**src/inc/brpc_regs.svh**
```systemverilog
// register offsets, field positions, reset values and timing counts for the rtc power controller
// assumes a 32-bit word-addressed register port with byte offsets
// What this block does
// - low-battery enable set and battery low sets the low-battery raw flag.
// - abort enable plus low battery refuses sleep, regulator stays on.
// - battery not evaluated while hibernating.
// - 32-bit seconds counter advances once per predivider second.
// - predivider reloads 0x7FFF, uses trim value one second in 64.
// - trim above 0x7FFF slows counter, below speeds it.
// - two match registers compared; match wakes or raises event.
// - seconds counter advances only while counter enable set.
// - load register write replaces counter at any time.
// - counting continues regardless of main power or hibernation.
// - 64 retained 32-bit words accessible to software.
// - assert regulator-off low, hold until wake, then release.
// - wake on low wake pin or match when respective enable set.
// - three event sources: wake pin, counter match, low battery.
// - masked events ORed into one interrupt line.
// - raw status shows all pending; masked shows enabled pending.
// - mask selects interrupt events; write one to clear register clears.
// - control bit 2 selects oscillator input or crystal divided by 128.
// - clock enable bit persists across hibernation and is readable.
// - registers reset only by cold power-on or reset with counter and pin wake off.
// - control bit 7 is power-cut abort enable.
`ifndef BRPC_REGS_SVH
`define BRPC_REGS_SVH
`define BRPC_OFF_COUNT 12'h000
`define BRPC_OFF_MATCH0 12'h004
`define BRPC_OFF_MATCH1 12'h008
`define BRPC_OFF_LOAD 12'h00C
`define BRPC_OFF_CTL 12'h010
`define BRPC_OFF_MASK 12'h014
`define BRPC_OFF_RAW 12'h018
`define BRPC_OFF_MASKED 12'h01C
`define BRPC_OFF_CLEAR 12'h020
`define BRPC_OFF_TRIM 12'h024
`define BRPC_OFF_MEM_LO 12'h030
`define BRPC_OFF_MEM_HI 12'h12C
`define BRPC_CTL_SLEEP_REQ 0
`define BRPC_CTL_MATCH_WAKE 1
`define BRPC_CTL_CLK_SEL 2
`define BRPC_CTL_PIN_WAKE 4
`define BRPC_CTL_CNT_EN 5
`define BRPC_CTL_CLK_EN 6
`define BRPC_CTL_ABORT 7
`define BRPC_CTL_LOW_BATT_FLAG_EN 3
`define BRPC_CTL_RESET 32'h80000000
`define BRPC_CTL_RW_MASK 32'h000000FE
`define BRPC_MATCH_RESET 32'hFFFFFFFF
`define BRPC_LOAD_RESET 32'hFFFFFFFF
`define BRPC_TRIM_RESET 16'h7FFF
`define BRPC_PREDIV_NOMINAL 16'h7FFF
`define BRPC_TRIM_PERIOD 6'h3F
`define BRPC_XTAL_DIV 7'h7F
`define BRPC_EV_MATCH0 0
`define BRPC_EV_MATCH1 1
`define BRPC_EV_LOW_BATT_FLAG 2
`define BRPC_EV_PIN 3
`endif

```
**src/inc/brpc_pkg.sv**
```systemverilog
// types for the rtc power controller
// assumes brpc_regs.svh supplies the numeric constants
package brpc_pkg;
	typedef enum logic [2:0] {
		BRPC_AWAKE = 3'b001,
		BRPC_ASLEEP = 3'b010,
		BRPC_WAKING = 3'b100
	} brpc_power_e;
	typedef struct packed {
		logic [11:0] addr;
		logic [31:0] wdata;
		logic wr;
		logic rd;
	} brpc_bus_s;
	typedef logic [3:0] brpc_events_t;
endpackage

```
**src/logic/brpc_core.sv**
```systemverilog
// rtc seconds counter, retained memory, events and power sequencing
// assumes synchronous inputs on sys_clk; ref ticks arrive as a one-cycle pulse
//
// Design decision made here: strobed register access.
`timescale 1ns/1ps
`include "brpc_regs.svh"
module brpc_core #(
	parameter int MEM_WORDS = 64
) (
	// clock and reset
	input wire logic sys_clk,
	input wire logic resetn,
	// register port
	input wire brpc_pkg::brpc_bus_s bus,
	output logic [31:0] rdata,
	// reference ticks: crystal edge pulse and direct oscillator pulse
	input wire logic xtal_tick,
	input wire logic osc_tick,
	// battery and pins
	input wire logic batt_low,
	input wire logic wake_n,
	output logic regulator_off_n,
	output logic regulator_off_oe_n,
	output logic irq
);
	logic [31:0] count, next_count;
	logic [31:0] match0, next_match0, match1, next_match1, load, next_load;
	logic [31:0] ctl, next_ctl;
	logic [15:0] trim, next_trim, prediv, next_prediv;
	logic [5:0] sec_idx, next_sec_idx;
	logic [6:0] xdiv, next_xdiv;
	brpc_pkg::brpc_events_t raw, next_raw, mask, next_mask;
	brpc_pkg::brpc_power_e pstate, next_pstate;
	logic [31:0] mem [MEM_WORDS];
	logic [31:0] next_rdata;
	logic next_reg_off_n, next_irq;
	logic ref_tick, sec_tick, wr_ok, in_mem;
	logic m0_hit, m1_hit, low_batt_flag_ev, pin_ev, want_sleep, wake_ev;
	logic [5:0] mem_idx;
	logic [11:0] mem_off;
	logic [16:0] tick_run, next_tick_run;
	logic [15:0] sec_reload, next_sec_reload;
	logic [7:0] xt_gap, next_xt_gap;
	logic xt_armed, next_xt_armed;

	assign mem_off = bus.addr - `BRPC_OFF_MEM_LO;
	assign mem_idx = mem_off[7:2];
	assign in_mem = bus.addr >= `BRPC_OFF_MEM_LO && bus.addr <= `BRPC_OFF_MEM_HI && bus.addr[1:0] == 2'h0;
	assign wr_ok = bus.wr;

	always_comb begin
		next_xdiv = xdiv;
		if (xtal_tick)
			next_xdiv = xdiv + 7'h01;
		ref_tick = ctl[`BRPC_CTL_CLK_EN] && (ctl[`BRPC_CTL_CLK_SEL] ? osc_tick : (xtal_tick && xdiv == `BRPC_XTAL_DIV));
	end

	always_comb begin
		next_prediv = prediv;
		next_sec_idx = sec_idx;
		sec_tick = 1'b0;
		if (ref_tick && ctl[`BRPC_CTL_CNT_EN]) begin
			if (prediv == 16'h0000) begin
				sec_tick = 1'b1;
				next_sec_idx = sec_idx + 6'h01;
				next_prediv = (next_sec_idx == `BRPC_TRIM_PERIOD) ? trim : `BRPC_PREDIV_NOMINAL;
			end else begin
				next_prediv = prediv - 16'h0001;
			end
		end
	end

	always_comb begin
		next_count = count;
		if (sec_tick)
			next_count = count + 32'h00000001;
		if (wr_ok && bus.addr == `BRPC_OFF_LOAD)
			next_count = bus.wdata;
	end

	assign m0_hit = next_count == match0 && next_count != count;
	assign m1_hit = next_count == match1 && next_count != count;
	assign low_batt_flag_ev = ctl[`BRPC_CTL_LOW_BATT_FLAG_EN] && batt_low && pstate == brpc_pkg::BRPC_AWAKE;
	assign pin_ev = !wake_n;
	assign wake_ev = (ctl[`BRPC_CTL_PIN_WAKE] && pin_ev) || (ctl[`BRPC_CTL_MATCH_WAKE] && (m0_hit || m1_hit));
	assign want_sleep = ctl[`BRPC_CTL_SLEEP_REQ] && !(ctl[`BRPC_CTL_ABORT] && (raw[`BRPC_EV_LOW_BATT_FLAG] || low_batt_flag_ev));

	// registers: control, match, load, trim, mask, clear
	always_comb begin
		next_ctl = ctl;
		next_match0 = match0;
		next_match1 = match1;
		next_load = load;
		next_trim = trim;
		next_mask = mask;
		next_raw = raw;
		if (wr_ok) begin
			unique case (bus.addr)
				`BRPC_OFF_CTL: next_ctl = (bus.wdata & `BRPC_CTL_RW_MASK) | (32'(bus.wdata[`BRPC_CTL_SLEEP_REQ]));
				`BRPC_OFF_MATCH0: next_match0 = bus.wdata;
				`BRPC_OFF_MATCH1: next_match1 = bus.wdata;
				`BRPC_OFF_LOAD: next_load = bus.wdata;
				`BRPC_OFF_TRIM: next_trim = bus.wdata[15:0];
				`BRPC_OFF_MASK: next_mask = bus.wdata[3:0];
				`BRPC_OFF_CLEAR: next_raw = raw & ~bus.wdata[3:0];
				default: ;
			endcase
		end
		if (m0_hit)
			next_raw[`BRPC_EV_MATCH0] = 1'b1;
		if (m1_hit)
			next_raw[`BRPC_EV_MATCH1] = 1'b1;
		if (low_batt_flag_ev)
			next_raw[`BRPC_EV_LOW_BATT_FLAG] = 1'b1;
		if (pin_ev)
			next_raw[`BRPC_EV_PIN] = 1'b1;
		if (pstate == brpc_pkg::BRPC_AWAKE && ctl[`BRPC_CTL_SLEEP_REQ])
			next_ctl[`BRPC_CTL_SLEEP_REQ] = 1'b0;
		// clock enable always reads one once set
		next_ctl[31] = ctl[31];
		if (ctl[`BRPC_CTL_CLK_EN])
			next_ctl[`BRPC_CTL_CLK_EN] = 1'b1;
	end

	always_comb begin
		next_pstate = pstate;
		unique case (pstate)
			brpc_pkg::BRPC_AWAKE: if (want_sleep) next_pstate = brpc_pkg::BRPC_ASLEEP;
			brpc_pkg::BRPC_ASLEEP: if (wake_ev) next_pstate = brpc_pkg::BRPC_WAKING;
			brpc_pkg::BRPC_WAKING: next_pstate = brpc_pkg::BRPC_AWAKE;
			default: next_pstate = brpc_pkg::BRPC_AWAKE;
		endcase
		next_reg_off_n = next_pstate != brpc_pkg::BRPC_ASLEEP;
	end

	always_comb begin
		next_irq = |(next_raw & next_mask);
		next_rdata = 32'h00000000;
		if (bus.rd) begin
			if (in_mem) begin
				next_rdata = mem[mem_idx];
			end else begin
				unique case (bus.addr)
					`BRPC_OFF_COUNT: next_rdata = count;
					`BRPC_OFF_MATCH0: next_rdata = match0;
					`BRPC_OFF_MATCH1: next_rdata = match1;
					`BRPC_OFF_LOAD: next_rdata = load;
					`BRPC_OFF_CTL: next_rdata = ctl;
					`BRPC_OFF_MASK: next_rdata = {28'h0000000, mask};
					`BRPC_OFF_RAW: next_rdata = {28'h0000000, raw};
					`BRPC_OFF_MASKED: next_rdata = {28'h0000000, raw & mask};
					`BRPC_OFF_TRIM: next_rdata = {16'h0000, trim};
					default: next_rdata = 32'h00000000;
				endcase
			end
		end
	end

	// resetn is the qualified module reset built outside
	always_ff @(posedge sys_clk or negedge resetn) begin
		if (!resetn) begin
			count <= 32'h00000000;
			match0 <= `BRPC_MATCH_RESET;
			match1 <= `BRPC_MATCH_RESET;
			load <= `BRPC_LOAD_RESET;
			ctl <= `BRPC_CTL_RESET;
			trim <= `BRPC_TRIM_RESET;
			prediv <= `BRPC_PREDIV_NOMINAL;
			sec_idx <= 6'h00;
			xdiv <= 7'h00;
			mask <= 4'h0;
			raw <= 4'h0;
			pstate <= brpc_pkg::BRPC_AWAKE;
			rdata <= 32'h00000000;
			regulator_off_n <= 1'b1;
			irq <= 1'b0;
		end else begin
			count <= next_count;
			match0 <= next_match0;
			match1 <= next_match1;
			load <= next_load;
			ctl <= next_ctl;
			trim <= next_trim;
			prediv <= next_prediv;
			sec_idx <= next_sec_idx;
			xdiv <= next_xdiv;
			mask <= next_mask;
			raw <= next_raw;
			pstate <= next_pstate;
			rdata <= next_rdata;
			regulator_off_n <= next_reg_off_n;
			irq <= next_irq;
		end
	end
	assign regulator_off_oe_n = regulator_off_n;

	always_ff @(posedge sys_clk) begin
		if (wr_ok && in_mem)
			mem[mem_idx] <= bus.wdata;
	end

	// checker bookkeeping: ticks per second, crystal edges per tick
	always_comb begin
		next_tick_run = tick_run;
		next_sec_reload = sec_reload;
		next_xt_gap = xt_gap;
		next_xt_armed = xt_armed;
		if (sec_tick) begin
			next_tick_run = 17'h00000;
			next_sec_reload = next_prediv;
		end else if (ref_tick && ctl[`BRPC_CTL_CNT_EN]) begin
			next_tick_run = tick_run + 17'h00001;
		end
		// gap restarts whenever the crystal path is off
		if (!ctl[`BRPC_CTL_CLK_EN] || ctl[`BRPC_CTL_CLK_SEL]) begin
			next_xt_gap = 8'h00;
			next_xt_armed = 1'b0;
		end else if (ref_tick) begin
			next_xt_gap = 8'h00;
			next_xt_armed = 1'b1;
		end else if (xtal_tick && xt_gap != 8'hFF) begin
			next_xt_gap = xt_gap + 8'h01;
		end
	end

	always_ff @(posedge sys_clk or negedge resetn) begin
		if (!resetn) begin
			tick_run <= 17'h00000;
			sec_reload <= `BRPC_PREDIV_NOMINAL;
			xt_gap <= 8'h00;
			xt_armed <= 1'b0;
		end else begin
			tick_run <= next_tick_run;
			sec_reload <= next_sec_reload;
			xt_gap <= next_xt_gap;
			xt_armed <= next_xt_armed;
		end
	end
endmodule

```
**config.mk**
```make
export PLATFORM = sky130hd
export DESIGN_NAME = brpc_core
export DESIGN_NICKNAME = d
export VERILOG_FILES = /design/src/inc/brpc_pkg.sv /design/src/logic/brpc_core.sv
export VERILOG_INCLUDE_DIRS = /design/src /design/src/inc
export SDC_FILE = /design/constraint.sdc
export NUM_CORES = 2
export LEC_CHECK = 0
export BUFFER_PORTS_ARGS = -buffer_cell sky130_fd_sc_hd__buf_2
export CAP_MARGIN = 20
export CORE_ASPECT_RATIO = 2
export CORE_MARGIN = 5
export CORE_UTILIZATION = 55
export CTS_CLUSTER_DIAMETER = 40
export DETAILED_ROUTE_END_ITERATION = 8
export PLACE_DENSITY = 0.71
export SYNTH_ARGS = -nofsm -noshare
export SYNTH_HDL_FRONTEND = slang
export SYNTH_SLANG_ARGS = --single-unit
```
**constraint.sdc**
```tcl
create_clock -name sys_clk -period 5.4 [get_ports sys_clk]
set_input_delay 0.54 -clock sys_clk [delete_from_list [all_inputs] [get_ports sys_clk]]
set_output_delay 0.54 -clock sys_clk [all_outputs]
set_load 0.03 [all_outputs]
```
==> flow_metrics.tcl <==
set metrics [dict create \
    top_layer_used "met5" \
    rsz0062_at_grt "false" \
    yosysMostFrequentCell "edfxtp_1" \
    wl_met1_um 94900 \
    synth-main-ff-cell "edfxtp_1" \
    cp_max_fo 9 \
    worstHoldPathCells 3 \
    drt_pass1_iterations 6 \
    cp_cell_sequence "and3_1 > nand4_1 > buf_4 > nor4_1 > buf_4 > o22ai_1 > nor4bb_2 > buf_4 > nand4b_1 > a2111oi_0 > buf_4 > nand4_1 > buf_4 > o2111ai_1 > and2_1" \
    leakagePower_nw 34.5 \
    cts_resized 0 \
    synth_warnings 0 \
    cts_tree "done" \
    ys_seq_elements 2274 \
    stdcell_count 7414 \
    maxSlewHeadroom_pct 15.7 \
    antenna_found_initial 17 \
    cts-buffers-inserted 202 \
    cts.sinks 2274 \
    grt-ovfl-total 0 \
    cp_data_arrival_time_ps 5750 \
    placed_area_um2 98400 \
    ioPinCount 87 \
    setup_violations 0 \
    hp-start "bus[23]" \
    drtIter0Drc 5730 \
    clock_path_buffers 4 \
    period_needed_ps 4970 \
    fin_util_pct 62.7 \
    r2r_setup_slack_ps 430 \
    drt-wirelength-per-cell_um 40.9 \
    max_stage_delay_ps 1100 \
    dieArea_um2 177000 \
    synth_area_per_cell_um2 19.7 \
    hold_violations 0 \
    tightest_slew_ps 1250 \
    synthDominantCellAreaShare_pct 66.5 \
    postRouteAntennaNets 0 \
    ir_worst_vdd_mv 0.343 \
    syn_inst 4703 \
    reg2regPathDepth 15 \
    r2r-end "regulator_off_n" \
    cts_setup_buffers 0 \
    clock.fmax_mhz 201 \
    clk_latency_ps 850 \
    required_ps 6180 \
    synthXorXnorAreaFrac_pct 1.54 \
    path_delay_family "simple AND/OR/NAND/NOR gates" \
    powerDensity_nw_per_um2 341 \
    num_rows 213 \
    place_congestion 1.06 \
    ys_top_cells_by_count "edfxtp_1 (2048), mux4_2 (657), nand2_1 (273), clkbuf_1 (209), nor2_1 (198)" \
    num_vias 50193 \
    status "finished, final reports clean" \
    hold_class "in2reg" \
    max_cap_violations 0 \
    cp_num_buf_inv 5 \
    period_share_pct 92.1 \
    path_class "reg2reg" \
    slew_violations 0 \
    dieHeight_um 590 \
    reg2reg_from "count[13]" \
    grt_pass1_wl_um 420000 \
    finalNetCount 5148 \
    yosysSeqAreaShare_pct 72.8 \
    cp_slowest_cell "dfrtp_1" \
    final_area_um2 105000 \
    synth_adder_area_share_pct 0.122 \
    crit_path_start_kind "flip-flop" \
    track_usage_pct 34.6 \
    yosysTopAreaCell "edfxtp_1" \
    syn_area_um2 92500 \
    dieWidth_um 300 \
    route.met2.wl_um 158000 \
    area_delta_synth_final_pct 13.8 \
    synth_compound_area_share_pct 2.54 \
    grt_pass1_vias 51282 \
    worstHoldEndpoint "load[21]" \
    via_per_inst 6.77 \
    drcViolationCount 0 \
    core_um2 168000 \
    muxShareOfSynthArea_pct 17.3 \
    dpl.cell_count 7021 \
    fin_worst_skew_ps 42.9 \
    postCtsHoldBufs 5 \
    dp.final_hpwl_um 205000 \
    grt_max_degree 121 \
    synth_edf_count 2048 \
    start_util_pct 55.1 \
    final_layout_size_suffix_gt1_share_pct 33.1 \
    routed_wl_um 303000 \
    syn-num-nets 4764 \
    synth_cell_types 83 \
    dr_wl_met3_um 21900 \
    cts.htree.levels 4 \
    cpMostUsedCell "buf_4" \
    port_buffers 86 \
    synth_top_family_by_area "multiplexers" \
    synthArstFlopShare_pct 9.94 \
    synthSimpleGateAreaFrac_pct 4.34 \
    cts-root-buf "clkbuf_16" \
    fill_cells 11531 \
    cts.clk_slew.worst_paths_ps 70 \
    synth_area_leaders "edfxtp_1 (67%), mux4_2 (16%), dfstp_2 (3.6%)" \
    setup_tns_ps 0 \
    end_kind "flip-flop" \
]
registers in the layout, indices dropped and copies added, names as in the netlist, 16 cells and up:
name and cells:
match0 32, trim 16, rdata 32, prediv 16, match1 32, mem 2048, load 32, count 32
tightest hold or removal path: stages:
cell and delay (ps):
buf_2 180, nand2_1 100, nand2_1 60
stage by stage:
stage | total power [mW] | hold WS (ps) | setup slack [ps]
global route | 36.9 | 78.8 | 219
global placement | 21.6 | 444 | 647
finish | 35.9 | 82.6 | 426
floorplan | 20.6 | 244 | -305
CTS | 36.1 | 32.0 | 655
detailed placement | 21.6 | 443 | 675
worst max-delay path by stage:
stage | from | end | slack, ps | cells past startpoint
floorplan | bus[38] | mem[11][0] | -300 | 12
global placement | prediv[0] | pstate[1] | 650 | 16
detailed placement | prediv[0] | irq | 680 | 15
CTS | prediv[0] | irq | 650 | 15
global route | prediv[0] | pstate[2] | 220 | 16
finish | count[13] | regulator_off_n | 430 | 15
power by group:
part / switching (mW) / leakage [nW] / total, mW / internal (mW)
registers: 0.0446 / 21.1 / 19.3 / 19.2
logic: 1.26 / 10.2 / 2.00 / 0.736
clock network: 6.48 / 3.24 / 14.7 / 8.18
per-layer routing:
layer | track usage [%] | up-vias
met5 | 0 | -
met4 | 25.4 | 10
met3 | 6.60 | 807
met2 | 59.2 | 2674
met1 | 38.9 | 26620
li1 | - | 20082
cells in the final DEF, fill, tap and decap left out, drive strengths merged, types with 12 or more instances in the layout:
master / count
a31oi: 19
a32oi: 12
nand2b: 14
nand2: 273
and4: 14
or4: 13
a21oi: 45
nand4: 52
a21boi: 12
edfxtp: 2048
buf: 467
nor2b: 12
o22ai: 33
and2: 14
nor2: 198
clkinv: 87
inv: 42
clkinvlp: 12
xnor2: 82
nor3b: 12
a211oi: 13
xor2: 81
and3: 18
mux2i: 31
nor3: 43
mux2: 80
dfstp: 128
o21ai: 94
nor4: 45
bufinv: 24
dfrtp: 98
or3: 20
o211ai: 15
clkbuf: 237
nand3: 67
mux4: 657
cell type report:
type | instances | area (µm²) | share of cell area (%)
multi-input combinational | 2105 | 24600 | 23.4
clock buffer | 236 | 5250 | 4.99
sequential | 2274 | 67300 | 64.0
tap | 2150 | 2690 | 2.56
clock inverter | 134 | 1440 | 1.36
inverter | 31 | 124 | 0.118
antenna | 11 | 27.5 | 0.0262
timing repair buffer | 473 | 3810 | 3.62
cell families after synthesis:
logic type / Yosys count
compound gates: 343
xor+xnor: 163
fa+ha+maj: 9
buf+inv: 324
flops: 2274
mux: 768
simple gates: 822
No activity file was read; power rests on OpenSTA's default activity.
